[src/hw/fdst_consts.svh]
// Constants of the drive self-test and status logic: offsets, fields and timing.
// Assumes inclusion by bare name from the package and the design modules.
// Summary of operation
// - At power-up, step carriage in off track zero, then back out, no diskette needed.
// - Inward step failure or track-zero stuck at one flashes three then two.
// - Outward step failure or track-zero stuck at zero flashes three then three.
// - On each lever close while idle, no index pulse within timeout flashes three then four.
// - A failed test repeats only after the lever is opened and closed again.
// - A close reruns it only after one whole error flash cycle ran with the lever open, or after a retest request.
// - Activity indicator lights whenever the host selects this drive and no error is flashing.
// - Write protected diskette disables write gate and raises write-protect status.
// - Index sensors decide single or double sided media, shown at the interface.
// - Address strap selects one of four drives; write and status outputs gated by select, head load is not.
// - Head is loaded while the lever is latched, unloaded otherwise.
// - Trim-erase control follows the gated write gate during writes.
`ifndef FDST_CONSTS_SVH
`define FDST_CONSTS_SVH
`define FDST_REG_CTRL 12'h000
`define FDST_REG_STAT 12'h004
`define FDST_REG_ERR 12'h008
`define FDST_CTRL_RESET 32'h0000_0000
`define FDST_CTRL_RETEST_BIT 0
`define FDST_FLASH_ON_CYCLES 24'h00_0010
`define FDST_FLASH_OFF_CYCLES 24'h00_0010
`define FDST_GROUP_GAP_CYCLES 24'h00_0040
`define FDST_STEP_CYCLES 24'h00_0008
`define FDST_INDEX_WAIT_CYCLES 24'h00_0100
`define FDST_STEPS_IN 8'h04
`define FDST_FIRST_GROUP 4'h3
`define FDST_CODE_IN 4'h2
`define FDST_CODE_OUT 4'h3
`define FDST_CODE_INDEX 4'h4
`endif

[src/hw/fdst_pkg.sv]
// Types shared by the drive self-test and status logic.
// Assumes the constants header sits beside it.
`include "fdst_consts.svh"
package fdst_pkg;
	typedef enum logic [1:0] {
		FDST_ERR_NONE,
		FDST_ERR_IN,
		FDST_ERR_OUT,
		FDST_ERR_INDEX
	} fdst_err_t;
endpackage

[src/hw/fdst_flasher.sv]
// Front indicator flasher: plays N1 flashes, a gap, N2 flashes, a gap, repeating.
// Assumes code is held steady while run is high.
`timescale 1ns/1ns
`default_nettype none
`include "fdst_consts.svh"
module fdst_flasher #(
	parameter logic [23:0] ON_CYCLES = `FDST_FLASH_ON_CYCLES,
	parameter logic [23:0] OFF_CYCLES = `FDST_FLASH_OFF_CYCLES,
	parameter logic [23:0] GAP_CYCLES = `FDST_GROUP_GAP_CYCLES
) (
	input wire logic pclk,
	input wire logic presetn,
	input wire logic run,
	input wire logic [3:0] code,
	output logic led,
	output logic cycle_done
);
	logic [23:0] timer;
	logic [3:0] count;
	logic second;
	logic lit;
	logic in_gap;
	wire [3:0] target = second ? code : `FDST_FIRST_GROUP;
	wire timer_end = (timer == 24'h00_0000);
	wire last_flash = (count == target - 4'h1);
	// Pattern: first group, gap, second group, gap; cycle_done on each full pass.
	always_ff @(posedge pclk or negedge presetn) begin
		if (!presetn) begin
			timer <= 24'h00_0000;
			count <= 4'h0;
			second <= 1'b0;
			lit <= 1'b0;
			in_gap <= 1'b0;
			cycle_done <= 1'b0;
		end else if (!run) begin
			timer <= 24'h00_0000;
			count <= 4'h0;
			second <= 1'b0;
			lit <= 1'b0;
			in_gap <= 1'b0;
			cycle_done <= 1'b0;
		end else begin
			cycle_done <= 1'b0;
			if (!timer_end) begin
				timer <= timer - 24'h00_0001;
			end else if (in_gap) begin
				in_gap <= 1'b0;
				lit <= 1'b1;
				timer <= ON_CYCLES - 24'h00_0001;
			end else if (lit) begin
				lit <= 1'b0;
				if (last_flash) begin
					in_gap <= 1'b1;
					count <= 4'h0;
					second <= !second;
					cycle_done <= second;
					timer <= GAP_CYCLES - 24'h00_0001;
				end else begin
					count <= count + 4'h1;
					timer <= OFF_CYCLES - 24'h00_0001;
				end
			end else begin
				lit <= 1'b1;
				timer <= ON_CYCLES - 24'h00_0001;
			end
		end
	end
	assign led = lit;
endmodule
`default_nettype wire

[src/hw/fdst_apb.sv]
// APB slave for the self-test block: control, status and error code registers.
// Assumes a single clock with the rest of the block; answers with zero wait states.
`timescale 1ns/1ns
`default_nettype none
`include "fdst_consts.svh"
module fdst_apb (
	input wire logic pclk,
	input wire logic presetn,
	input wire logic psel,
	input wire logic penable,
	input wire logic pwrite,
	input wire logic [11:0] paddr,
	input wire logic [31:0] pwdata,
	output logic [31:0] prdata,
	output logic pready,
	output logic pslverr,
	input wire logic [31:0] stat_value,
	input wire logic [31:0] err_value,
	output logic retest_pulse
);
	wire access = psel && penable;
	wire hit_ctrl = (paddr == `FDST_REG_CTRL);
	wire hit_stat = (paddr == `FDST_REG_STAT);
	wire hit_err = (paddr == `FDST_REG_ERR);
	wire mapped = hit_ctrl || hit_stat || hit_err;
	wire [31:0] read_mux = hit_stat ? stat_value : (hit_err ? err_value : `FDST_CTRL_RESET);
	assign pready = 1'b1;
	assign pslverr = access && !mapped;
	// Writing the retest bit is a self-clearing request, so the register reads zero.
	always_ff @(posedge pclk or negedge presetn) begin
		if (!presetn) begin
			retest_pulse <= 1'b0;
			prdata <= 32'h0000_0000;
		end else begin
			retest_pulse <= access && pwrite && hit_ctrl && pwdata[`FDST_CTRL_RETEST_BIT];
			if (psel && !penable && !pwrite) begin
				prdata <= mapped ? read_mux : 32'h0000_0000;
			end
		end
	end
endmodule
`default_nettype wire

[src/hw/fdst_top.sv]
// Drive self-test, indicator and interface status logic.
// Assumes synchronous sensor and host inputs, and an APB master for the registers.
`timescale 1ns/1ns
`default_nettype none
`include "fdst_consts.svh"
module fdst_top #(
	parameter logic [23:0] STEP_CYCLES = `FDST_STEP_CYCLES,
	parameter logic [23:0] INDEX_WAIT_CYCLES = `FDST_INDEX_WAIT_CYCLES,
	parameter logic [7:0] STEPS_IN = `FDST_STEPS_IN
) (
	input wire logic pclk,
	input wire logic presetn,
	input wire logic psel,
	input wire logic penable,
	input wire logic pwrite,
	input wire logic [11:0] paddr,
	input wire logic [31:0] pwdata,
	output logic [31:0] prdata,
	output logic pready,
	output logic pslverr,
	input wire logic [1:0] drive_addr,
	input wire logic [3:0] drive_select_n,
	input wire logic host_write_gate_n,
	input wire logic track0,
	input wire logic lever_closed,
	input wire logic protect_tab,
	input wire logic index_side0,
	input wire logic index_side1,
	output logic step_pulse,
	output logic step_in,
	output logic head_load,
	output logic write_enable,
	output logic trim_erase,
	output logic write_protect_n,
	output logic two_sided_n,
	output logic selected,
	output logic front_led
);
	typedef enum logic [2:0] {
		FDST_ST_IN,
		FDST_ST_OUT,
		FDST_ST_WAIT_INDEX,
		FDST_ST_IDLE,
		FDST_ST_FAIL,
		FDST_ST_FAIL_OPEN
	} fdst_state_t;
	fdst_state_t state;
	fdst_pkg::fdst_err_t err;
	logic [23:0] timer;
	logic [7:0] steps;
	logic lever_q;
	logic dual_seen;
	logic flash_done;
	logic flash_led;
	logic retest;
	logic [3:0] code;
	logic [1:0] open_cycles;
	// Selection decode: this drive answers only to its own select line.
	assign selected = !drive_select_n[drive_addr];
	wire lever_close_evt = lever_closed && !lever_q;
	wire timer_end = (timer == 24'h00_0000);
	wire flashing = (state == FDST_ST_FAIL) || (state == FDST_ST_FAIL_OPEN);
	wire any_index = index_side0 || index_side1;
	assign code = (err == fdst_pkg::FDST_ERR_IN) ? `FDST_CODE_IN :
		((err == fdst_pkg::FDST_ERR_OUT) ? `FDST_CODE_OUT : `FDST_CODE_INDEX);
	always_ff @(posedge pclk or negedge presetn) begin
		if (!presetn) begin
			lever_q <= 1'b0;
		end else begin
			lever_q <= lever_closed;
		end
	end
	// Power-up sequence: step in off track zero, then back out to idle; index checks run on each later lever close while idle.
	always_ff @(posedge pclk or negedge presetn) begin
		if (!presetn) begin
			state <= FDST_ST_IN;
			err <= fdst_pkg::FDST_ERR_NONE;
			timer <= 24'h00_0000;
			steps <= 8'h00;
			step_pulse <= 1'b0;
			step_in <= 1'b1;
			dual_seen <= 1'b0;
			open_cycles <= 2'h0;
		end else begin
			step_pulse <= 1'b0;
			unique case (state)
				FDST_ST_IN: begin
					step_in <= 1'b1;
					if (!timer_end) begin
						timer <= timer - 24'h00_0001;
					end else if (steps == STEPS_IN) begin
						// Still at track zero after stepping in.
						if (track0) begin
							err <= fdst_pkg::FDST_ERR_IN;
							state <= FDST_ST_FAIL;
						end else begin
							steps <= 8'h00;
							state <= FDST_ST_OUT;
						end
					end else begin
						step_pulse <= 1'b1;
						steps <= steps + 8'h01;
						timer <= STEP_CYCLES - 24'h00_0001;
					end
				end
				FDST_ST_OUT: begin
					step_in <= 1'b0;
					if (!timer_end) begin
						timer <= timer - 24'h00_0001;
					end else if (track0) begin
						steps <= 8'h00;
						state <= FDST_ST_IDLE;
					end else if (steps == STEPS_IN + STEPS_IN) begin
						// Track zero never reached stepping out.
						err <= fdst_pkg::FDST_ERR_OUT;
						state <= FDST_ST_FAIL;
					end else begin
						step_pulse <= 1'b1;
						steps <= steps + 8'h01;
						timer <= STEP_CYCLES - 24'h00_0001;
					end
				end
				FDST_ST_IDLE: begin
					if (lever_close_evt) begin
						dual_seen <= 1'b0;
						timer <= INDEX_WAIT_CYCLES - 24'h00_0001;
						state <= FDST_ST_WAIT_INDEX;
					end
				end
				FDST_ST_WAIT_INDEX: begin
					// Side-one index hole marks double-sided media.
					if (index_side1) begin
						dual_seen <= 1'b1;
					end
					if (!lever_closed) begin
						state <= FDST_ST_IDLE;
					end else if (any_index) begin
						state <= FDST_ST_IDLE;
					end else if (timer_end) begin
						err <= fdst_pkg::FDST_ERR_INDEX;
						state <= FDST_ST_FAIL;
					end else begin
						timer <= timer - 24'h00_0001;
					end
				end
				FDST_ST_FAIL: begin
					open_cycles <= 2'h0;
					if (!lever_closed) begin
						state <= FDST_ST_FAIL_OPEN;
					end
				end
				FDST_ST_FAIL_OPEN: begin
					// The first completion pulse may close a cycle that began with the lever shut,
					// so two pulses seen with the lever open prove one whole cycle ran open.
					if (!lever_closed) begin
						if (retest) begin
							open_cycles <= 2'h2;
						end else if (flash_done && (open_cycles != 2'h2)) begin
							open_cycles <= open_cycles + 2'h1;
						end
					end else if ((open_cycles == 2'h2) || retest) begin
						// Reopened and closed after a full cycle or a retest request: rerun the test.
						err <= fdst_pkg::FDST_ERR_NONE;
						steps <= 8'h00;
						open_cycles <= 2'h0;
						if (err == fdst_pkg::FDST_ERR_INDEX) begin
							dual_seen <= 1'b0;
							timer <= INDEX_WAIT_CYCLES - 24'h00_0001;
							state <= FDST_ST_WAIT_INDEX;
						end else begin
							timer <= 24'h00_0000;
							state <= FDST_ST_IN;
						end
					end else begin
						// Closed too early: keep indicating and wait for the next opening.
						state <= FDST_ST_FAIL;
					end
				end
				default: begin
					state <= FDST_ST_IDLE;
				end
			endcase
		end
	end
	fdst_flasher u_flasher (
		.pclk(pclk),
		.presetn(presetn),
		.run(flashing),
		.code(code),
		.led(flash_led),
		.cycle_done(flash_done)
	);
	// Error pattern wins over activity lighting.
	assign front_led = flashing ? flash_led : selected;
	// Head is loaded exactly while the lever is latched.
	assign head_load = lever_closed;
	// Write gate blocked by a protected diskette.
	assign write_enable = selected && !host_write_gate_n && !protect_tab && lever_closed;
	// Trim erase runs with the gated write.
	assign trim_erase = write_enable;
	assign write_protect_n = !(selected && protect_tab);
	assign two_sided_n = !(selected && dual_seen);
	wire [31:0] stat_value = {24'h00_0000, 1'b0, state, dual_seen, protect_tab, lever_closed, track0};
	wire [31:0] err_value = {28'h000_0000, code & {4{err != fdst_pkg::FDST_ERR_NONE}}};
	fdst_apb u_apb (
		.pclk(pclk),
		.presetn(presetn),
		.psel(psel),
		.penable(penable),
		.pwrite(pwrite),
		.paddr(paddr),
		.pwdata(pwdata),
		.prdata(prdata),
		.pready(pready),
		.pslverr(pslverr),
		.stat_value(stat_value),
		.err_value(err_value),
		.retest_pulse(retest)
	);
endmodule
`default_nettype wire

[config.mk]
export PLATFORM = sky130hd
export DESIGN_NAME = fdst_top
export DESIGN_NICKNAME = d
export VERILOG_FILES = /design/src/hw/fdst_pkg.sv /design/src/hw/fdst_flasher.sv /design/src/hw/fdst_apb.sv /design/src/hw/fdst_top.sv
export VERILOG_INCLUDE_DIRS = /design/src /design/src/hw
export SDC_FILE = /design/constraint.sdc
export NUM_CORES = 1
export LEC_CHECK = 0
export BUFFER_PORTS_ARGS = -buffer_cell sky130_fd_sc_hd__buf_2
export CORE_MARGIN = 5
export CORE_UTILIZATION = 40
export DETAILED_ROUTE_END_ITERATION = 8
export PLACE_DENSITY = 0.64
export REMOVE_ABC_BUFFERS = 1
export SYNTH_ARGS = -nofsm -noshare
export SYNTH_HDL_FRONTEND = slang
export SYNTH_SLANG_ARGS = --single-unit
export TNS_END_PERCENT = 1
[constraint.sdc]
create_clock -name pclk -period 3.2 [get_ports pclk]
set_input_delay 0.16 -clock pclk [delete_from_list [all_inputs] [get_ports pclk]]
set_output_delay 0.16 -clock pclk [all_outputs]
set_load 0.01 [all_outputs]
== Yosys cells after proc, flatten, opt, wreduce, memory -nomap -nowiden ==
Index checks and enable logic that the tools add are counted.
Storage, ports and cells
  register bits after elaboration: 108
  bits of input ports: 61
  output and inout bits: 43
  logic and storage cells: 221
Cells by class
  $add $sub $neg: 6
  order comparisons: 1
  eq/ne operators: 44
  multiplexer cells: 104
  bitwise gates (word level): 1
  reduce and logical (&&, ||, !) cells: 48
Operators by type and width (count)
  2-to-1 mux 24 bit: 14
  case mux 24 bit (5 select lines): 1
  2-to-1 mux 8 bit: 9
  2-to-1 mux 32 bit: 2
  logical NOT 24 bit: 2
  2-to-1 mux 3 bit: 16
  subtractor 24 x 1 -> 24 bit, second input constant: 2
  != test 2 bit, second input constant: 16
  2-to-1 mux 1 bit: 31
  2-to-1 mux 2 bit: 15
  2-to-1 mux 4 bit: 6
  case mux 8 bit (3 select lines): 1
  != test 3 bit, second input constant: 6
  case mux 3 bit (6 select lines): 1
  logical AND 1 bit: 14
  equality test 12 x 3 -> 1 bit, second input constant: 1
  equality test 12 x 4 -> 1 bit, second input constant: 1
  logical NOT 12 bit: 1
  2-to-1 mux 6 bit: 2
  AND reduction 12 bit: 1
  logical NOT 1 bit: 10
  != test 2 x 1 -> 1 bit, second input constant: 5
  AND reduction 10 bit: 1
  adder 8 x 1 -> 8 bit, second input constant: 1
  other kinds (32): 45

== Logic depth before layout (Yosys ltp) ==
  word-level depth: 11
  gate-level depth with buffers: 10
  gate-level depth less buffers: 8

== By module ==
From an unflattened synthesis, not the netlist that was laid out.
Second synthesis, totals
  cell total of the unflattened synthesis: 702
  area, all modules: 6531.3 um^2
By module, submodules not included
  fdst_top: instances 1, cells an instance 361, area each 2935.3 um^2, sequential area each 1077.3 um^2
  fdst_apb: instances 1, cells an instance 161, area each 1821.7 um^2, sequential area each 825.8 um^2
  fdst_flasher: instances 1, cells an instance 180, area each 1774.2 um^2, sequential area each 800.8 um^2

== Least setup slack after synthesis ==
OpenSTA, ideal clock, no wires.
  kind: reg-to-reg
  start point: register timer[5]
  end point: register timer[9]
  library setup time: 122 ps
  arrival time: 2121 ps
  data required time: 3078 ps
  setup slack: 958 ps
  cell stages (with the launch flop): 10
  buffers on the path: 3
  period minus slack after synthesis: 2242 ps
  path through: dfrtp_1 nor4_4 and4b_4 and2_2 buf_2 a31o_2 buf_2 buf_2 nor2_1 a32o_1
On the way
  longest elaborated chain between the ends: 5
  elaborated cells on any way between the ends: 13
  those cells by class: add/sub: 1; eq/ne: 4; mux: 6; reduce/logical: 2
RTL lines
  start, declared: line fdst_top.sv:49  | logic [23:0] timer;
  start signal, assigned: line fdst_top.sv:90  | timer <= timer - 24'h00_0001;
  start signal, assigned: line fdst_top.sv:103  | timer <= STEP_CYCLES - 24'h00_0001;
  start signal, assigned: line fdst_top.sv:109  | timer <= timer - 24'h00_0001;
  subtractor 24 x 1 -> 24 bit: line fdst_top.sv:90, fdst_top.sv:109, fdst_top.sv:143
  2-to-1 mux 24 bit: line fdst_top.sv:139  | end else if (timer_end) begin
  2-to-1 mux 24 bit: line fdst_top.sv:137  | end else if (any_index) begin
  2-to-1 mux 24 bit: line fdst_top.sv:135  | if (!lever_closed) begin
  case mux 24 bit (5 select lines): line fdst_top.sv:86  | unique case (state)
Parallel ways exist; a longest one is shown, timed or not. The select of a mux whose other input is x is not followed.
A chain may end at the register's enable or synchronous reset.

== Final worst setup path ==
  start point: register state[0]
  end point: register timer[18]
On the way
  longest elaborated chain between the ends: 3
  elaborated cells on any way between the ends: 17
  those cells by class: eq/ne: 13; mux: 1; reduce/logical: 3
RTL lines
  start, declared: line fdst_top.sv:47  | fdst_state_t state;
  start signal, assigned: line fdst_top.sv:76  | state <= FDST_ST_IN;
  start signal, assigned: line fdst_top.sv:95  | state <= FDST_ST_FAIL;
  start signal, assigned: line fdst_top.sv:98  | state <= FDST_ST_OUT;
  equality test 3 x 1 -> 1 bit (tied with other cells): line fdst_top.sv:86
  != test 3 bit (no line) (tied with other cells)
  AND reduction 10 bit (no line)
Parallel ways exist; a longest one is shown, timed or not.

==> results <==
- The flow ran to the end, and the final reports show no timing, DRC or antenna violations.
- Counting instances in the post-synthesis netlist gives the leading cell types as sky130_fd_sc_hd__dfrtp_1, sky130_fd_sc_hd__nor2_1, sky130_fd_sc_hd__nand2_1, sky130_fd_sc_hd__o21ai_0, sky130_fd_sc_hd__a21oi_1.
- The data arrival at the endpoint of the critical path is between 2 and 3 ns.
- The first global-routing pass estimated about 20000 um of wire.
- After clock tree synthesis, the clock-pin slew on the worst setup and hold paths is about 0.06 ns.
- For this run, design rule violations remaining after detail routing come to 0.
- The final antenna diode count is 0.
- Fill cells in the final layout number 1189.
- Counting every sink on the clock net gives 83.
- At the worst endpoint, the required time is roughly 3.5 ns.
- The count of buffers added by post-CTS timing repair for setup is 0.
- The final design utilization is around 46%.
- The total number of placement rows is 41.
- The shortest clock period the worst path allows after layout is 2.62 ns.
- Synthesis handed over a netlist of around 580 instances.
- The largest single stage delay on the critical path is ~0.60 ns.
- The via count normalized by instance count is approximately 5.5.
- In this run the critical register-to-register path is captured at timer[18]$_DFFE_PN0P_.
- The first routing iteration left 344 violations.
- The height of the chip is 123 um.
- The tightest min-delay check is of the in2async type.
- Walking the worst path, the cells encountered are or2_2 > a22oi_1 > o22ai_1 > a31o_2 > or4_1 > a21oi_1.
- The post-route cell area is about 0.0057 mm^2.
- In the global route stage, overall resource usage came out at around 16%.
- The synthesized-area fraction occupied by and/or/nand/nor cells is between 20% and 30%.
- The tool flagged a number of max-cap violations equal to 0.
- The largest individual stage delay along the critical path comes from the cell sky130_fd_sc_hd__dfrtp_1.
- The pin slew with the least headroom to its limit is approximately 1.0 ns.
- The routability-driven placement congestion ratio is 0.884.
- The count of nets left with antenna violations once routing finished came out at 0.
- Entering global routing, the biggest net connects 84 pins.
- The worst register-to-register path begins at state[0]$_DFFE_PN0P_.
- Power spread over the standard cell area amounts to 706 mW/mm^2.
- For this design the static power due to leakage is approximately 2.7 nW.
- The register area share after synthesis is 40.6%.
- The count of nets after finishing is between 600 and 700.
- The floorplan core area is roughly 0.013 mm^2.
- Setup violations remaining at the end of the flow were counted as 0.
- After synthesis, the cell types taking the most area are sky130_fd_sc_hd__dfrtp_1, sky130_fd_sc_hd__nor2_1, sky130_fd_sc_hd__o21ai_0.
- The category of the worst setup path launch point is a flip-flop.
- The number of different library cells used by synthesis comes to 66.
- The proportion of layout cells with a drive suffix above 1 is around 15%.
- The TritonCTS clock tree is done.
- After synthesis, the share of cell area in mux cells is under 10%.
- The biggest area contributor in the post-synthesis netlist is sky130_fd_sc_hd__dfrtp_1.
- The synthesized netlist devotes 3.42% of its cell area to XOR and XNOR gates.
- Along the worst path, the maximum fanout reaches 28.
- The number of max-slew violations in the final report is 0.
- The routed design has 11800 um of wire.
- The insertion delay of the later-clocked pin in the worst-skew pair is around 0.35 ns.
- During I/O placement, the number of pins put on the boundary was between 100 and 150.
- Based on the critical path, the design can be clocked at up to ~380 MHz.
- The kind of critical path is reg2reg.
- STA classifies the critical path endpoint as a flip-flop.
- The count of yosys warnings during synthesis is 0.
- The worst register-to-register path has a setup slack of about 0.58 ns.
- A synthesized cell averages 8.82 um^2.
- Clock skew on the completed layout was measured at 0.0106 ns.
- The number of buffers on the longest clock path is 2.
- Setup repair after global routing left no endpoint under its margin.
- The buffer cell driving the clock tree root is sky130_fd_sc_hd__clkbuf_16.
- The total global routing overflow is 0.
- Port buffering added between 40 and 50 buffers.
- The launching element of the worst setup path is state[0]$_DFFE_PN0P_.
- The half-perimeter wire length after detailed placement is about 8200 um.
- In the synthesized netlist the async set-or-reset flop fraction comes to 100%.
- The post-synth design cell area is slightly above 0.005 mm^2.
- Across the VDD grid, the largest voltage drop is 383 uV.
- The multi-input gate area in the final layout is between 0.002 and 0.003 mm^2.
- The post-route setup TNS is 0 ns.
- The die covers between 0.015 and 0.02 mm^2.
- The number of flops mapped to enable cells by yosys is 0.
- The first detailed-routing pass took 5 iterations.
- The top cell type by area accounts for ~40% of the synthesized area.
- The total via count after detailed routing is approximately 4400.
- Summing the areas of all fa, ha and maj instances in the mapped netlist gives about 2.9% of the synthesized area.
- The sequential cells in the finished layout cover a total of 0.00208 mm^2.
- The number of cells on the worst reg-to-reg path is 6.
- The number of instances in the placed design is between 700 and 800.
- After clock tree synthesis, the repair step resized 0 gates.
- From left edge to right edge, the die measures around 120 um.
- For this configuration, the core starts out at a cell density of 40.8%.
- The via count of the first global-routing pass came to about 4300.
- The area added between synthesis and finish is 11.8%.
- The library cell with the highest instance count after synthesis is sky130_fd_sc_hd__dfrtp_1.
- The number of buffers created by CTS is 9.
- In this run the cell area measured after placement is ~0.0054 mm^2.
- Summing the areas of all compound-gate instances in the mapped netlist gives 19.3% of the synthesized area.
- The commonest register cell after synthesis is sky130_fd_sc_hd__dfrtp_1.
- The CTS H-tree depth is 3.
- The number of antenna violations at the first check in global routing is 0.
- For this design, the CTS-stage hold fixing added 0 buffers.
- In the finished design, the share of the clock period the worst path needs comes to ~80%.
- Measured against its own limit, the worst slew margin works out to between 30% and 40%.
- Dividing the detail-routed wire length by the instance count gives around 15 um.
- The largest family of logic cells by synthesized area is simple AND/OR/NAND/NOR gates.
- The synthesized flop and latch total is 83.
- The final cell count without fillers is 800.
- The number of endpoints with negative hold slack in the final report is 0.
registers in the layout, indices dropped and copies added (netlist names), 2 cells and up:
register         flops
u_apb.prdata         7
state                3
u_flasher.count      4
u_flasher.timer     24
err                  2
steps                8
timer               24
open_cycles          2
metrics by stage:
| step | total power [mW] | hold slack [ns] | setup WS (ns) |
|---|---|---|---|
| after floorplan | 2.54 | -0.136 | 0.548 |
| after global placement | 3.02 | 0.381 | 0.701 |
| after detailed placement | 3.07 | 0.374 | 0.636 |
| after CTS | 4.07 | 0.0147 | 0.614 |
| after global routing | 4.37 | 0.0189 | 0.438 |
| final | 4.04 | 0.00370 | 0.580 |
routing by layer:
metal  vias to the layer above  routed length (um)  part of all wire (%)  GRT usage (%)
li1                       2139                   -                     -              -
met1                      2118                5360                    45           21.0
met2                       103                5700                    48           27.5
met3                        19                 501                   4.2           3.57
met4                         0                 227                   1.9           6.02
met5                         -                   0                     0              0
report_power, final:
group / switching [mW] / internal (mW) / total, mW
combinational: 1.08 / 0.669 / 1.75
clock: 0.416 / 0.562 / 0.978
sequential: 0.151 / 1.16 / 1.32
total: 1.65 / 2.40 / 4.04
cell type report:
class / instances / area share (%)
clock buffer: 11 / 4.41
timing repair buffer: 58 / 5.64
tap: 172 / 3.76
sequential: 83 / 36.3
inverter: 21 / 1.38
clock inverter: 4 / 0.459
multi-input combinational: 451 / 48.1
worst max-delay path: cells and delay by family (launching register included):
| family | cells | cell delay (ns) |
|---|---|---|
| simple gates | 2 | 0.98 |
| compound gates | 4 | 0.94 |
| flops | 1 | 0.60 |
logic make-up (layout without fill, tap and decap cells):
family,after synthesis,count (layout)
simple gates,234,234
compound gates,154,154
flops,83,83
buf+inv,71,94
xor+xnor,20,20
fa+ha+maj,12,12
mux,5,5
other cells,2,26
worst max path at each step:
stage	cells past startpoint	slack [ns]	end
after detailed placement	6	0.64	timer[18]$_DFFE_PN0P_
after global routing	6	0.44	timer[18]$_DFFE_PN0P_
after CTS	6	0.61	timer[18]$_DFFE_PN0P_
final	6	0.58	timer[18]$_DFFE_PN0P_
after floorplan	6	0.55	timer[5]$_DFFE_PN0P_
after global placement	6	0.70	timer[18]$_DFFE_PN0P_
cell usage in the layout, fill, tap and decap left out, drive strengths merged, types with 3 or more instances in the layout:
cell and n:
dfrtp 82, nor2 63, buf 58, nand2 49, o21ai 43, a21oi 37
conb 26, inv 21, nor3 14, nor4 14, xnor2 13, nor2b 12
ha 12, a22o 12, or4 11, nand3 11, clkbuf 11, or3 10
o31ai 10, nand3b 8, nand2b 8, xor2 7, o211ai 6, a31oi 6
a22oi 6, and3 6, nand4 5, nor3b 5, o22ai 5, or2 4
o221ai 4, nor4b 3, a21boi 3, a21o 3, o41ai 3, and2 3
clkinv 3
Note: power is estimated with default switching activity, not from simulation.
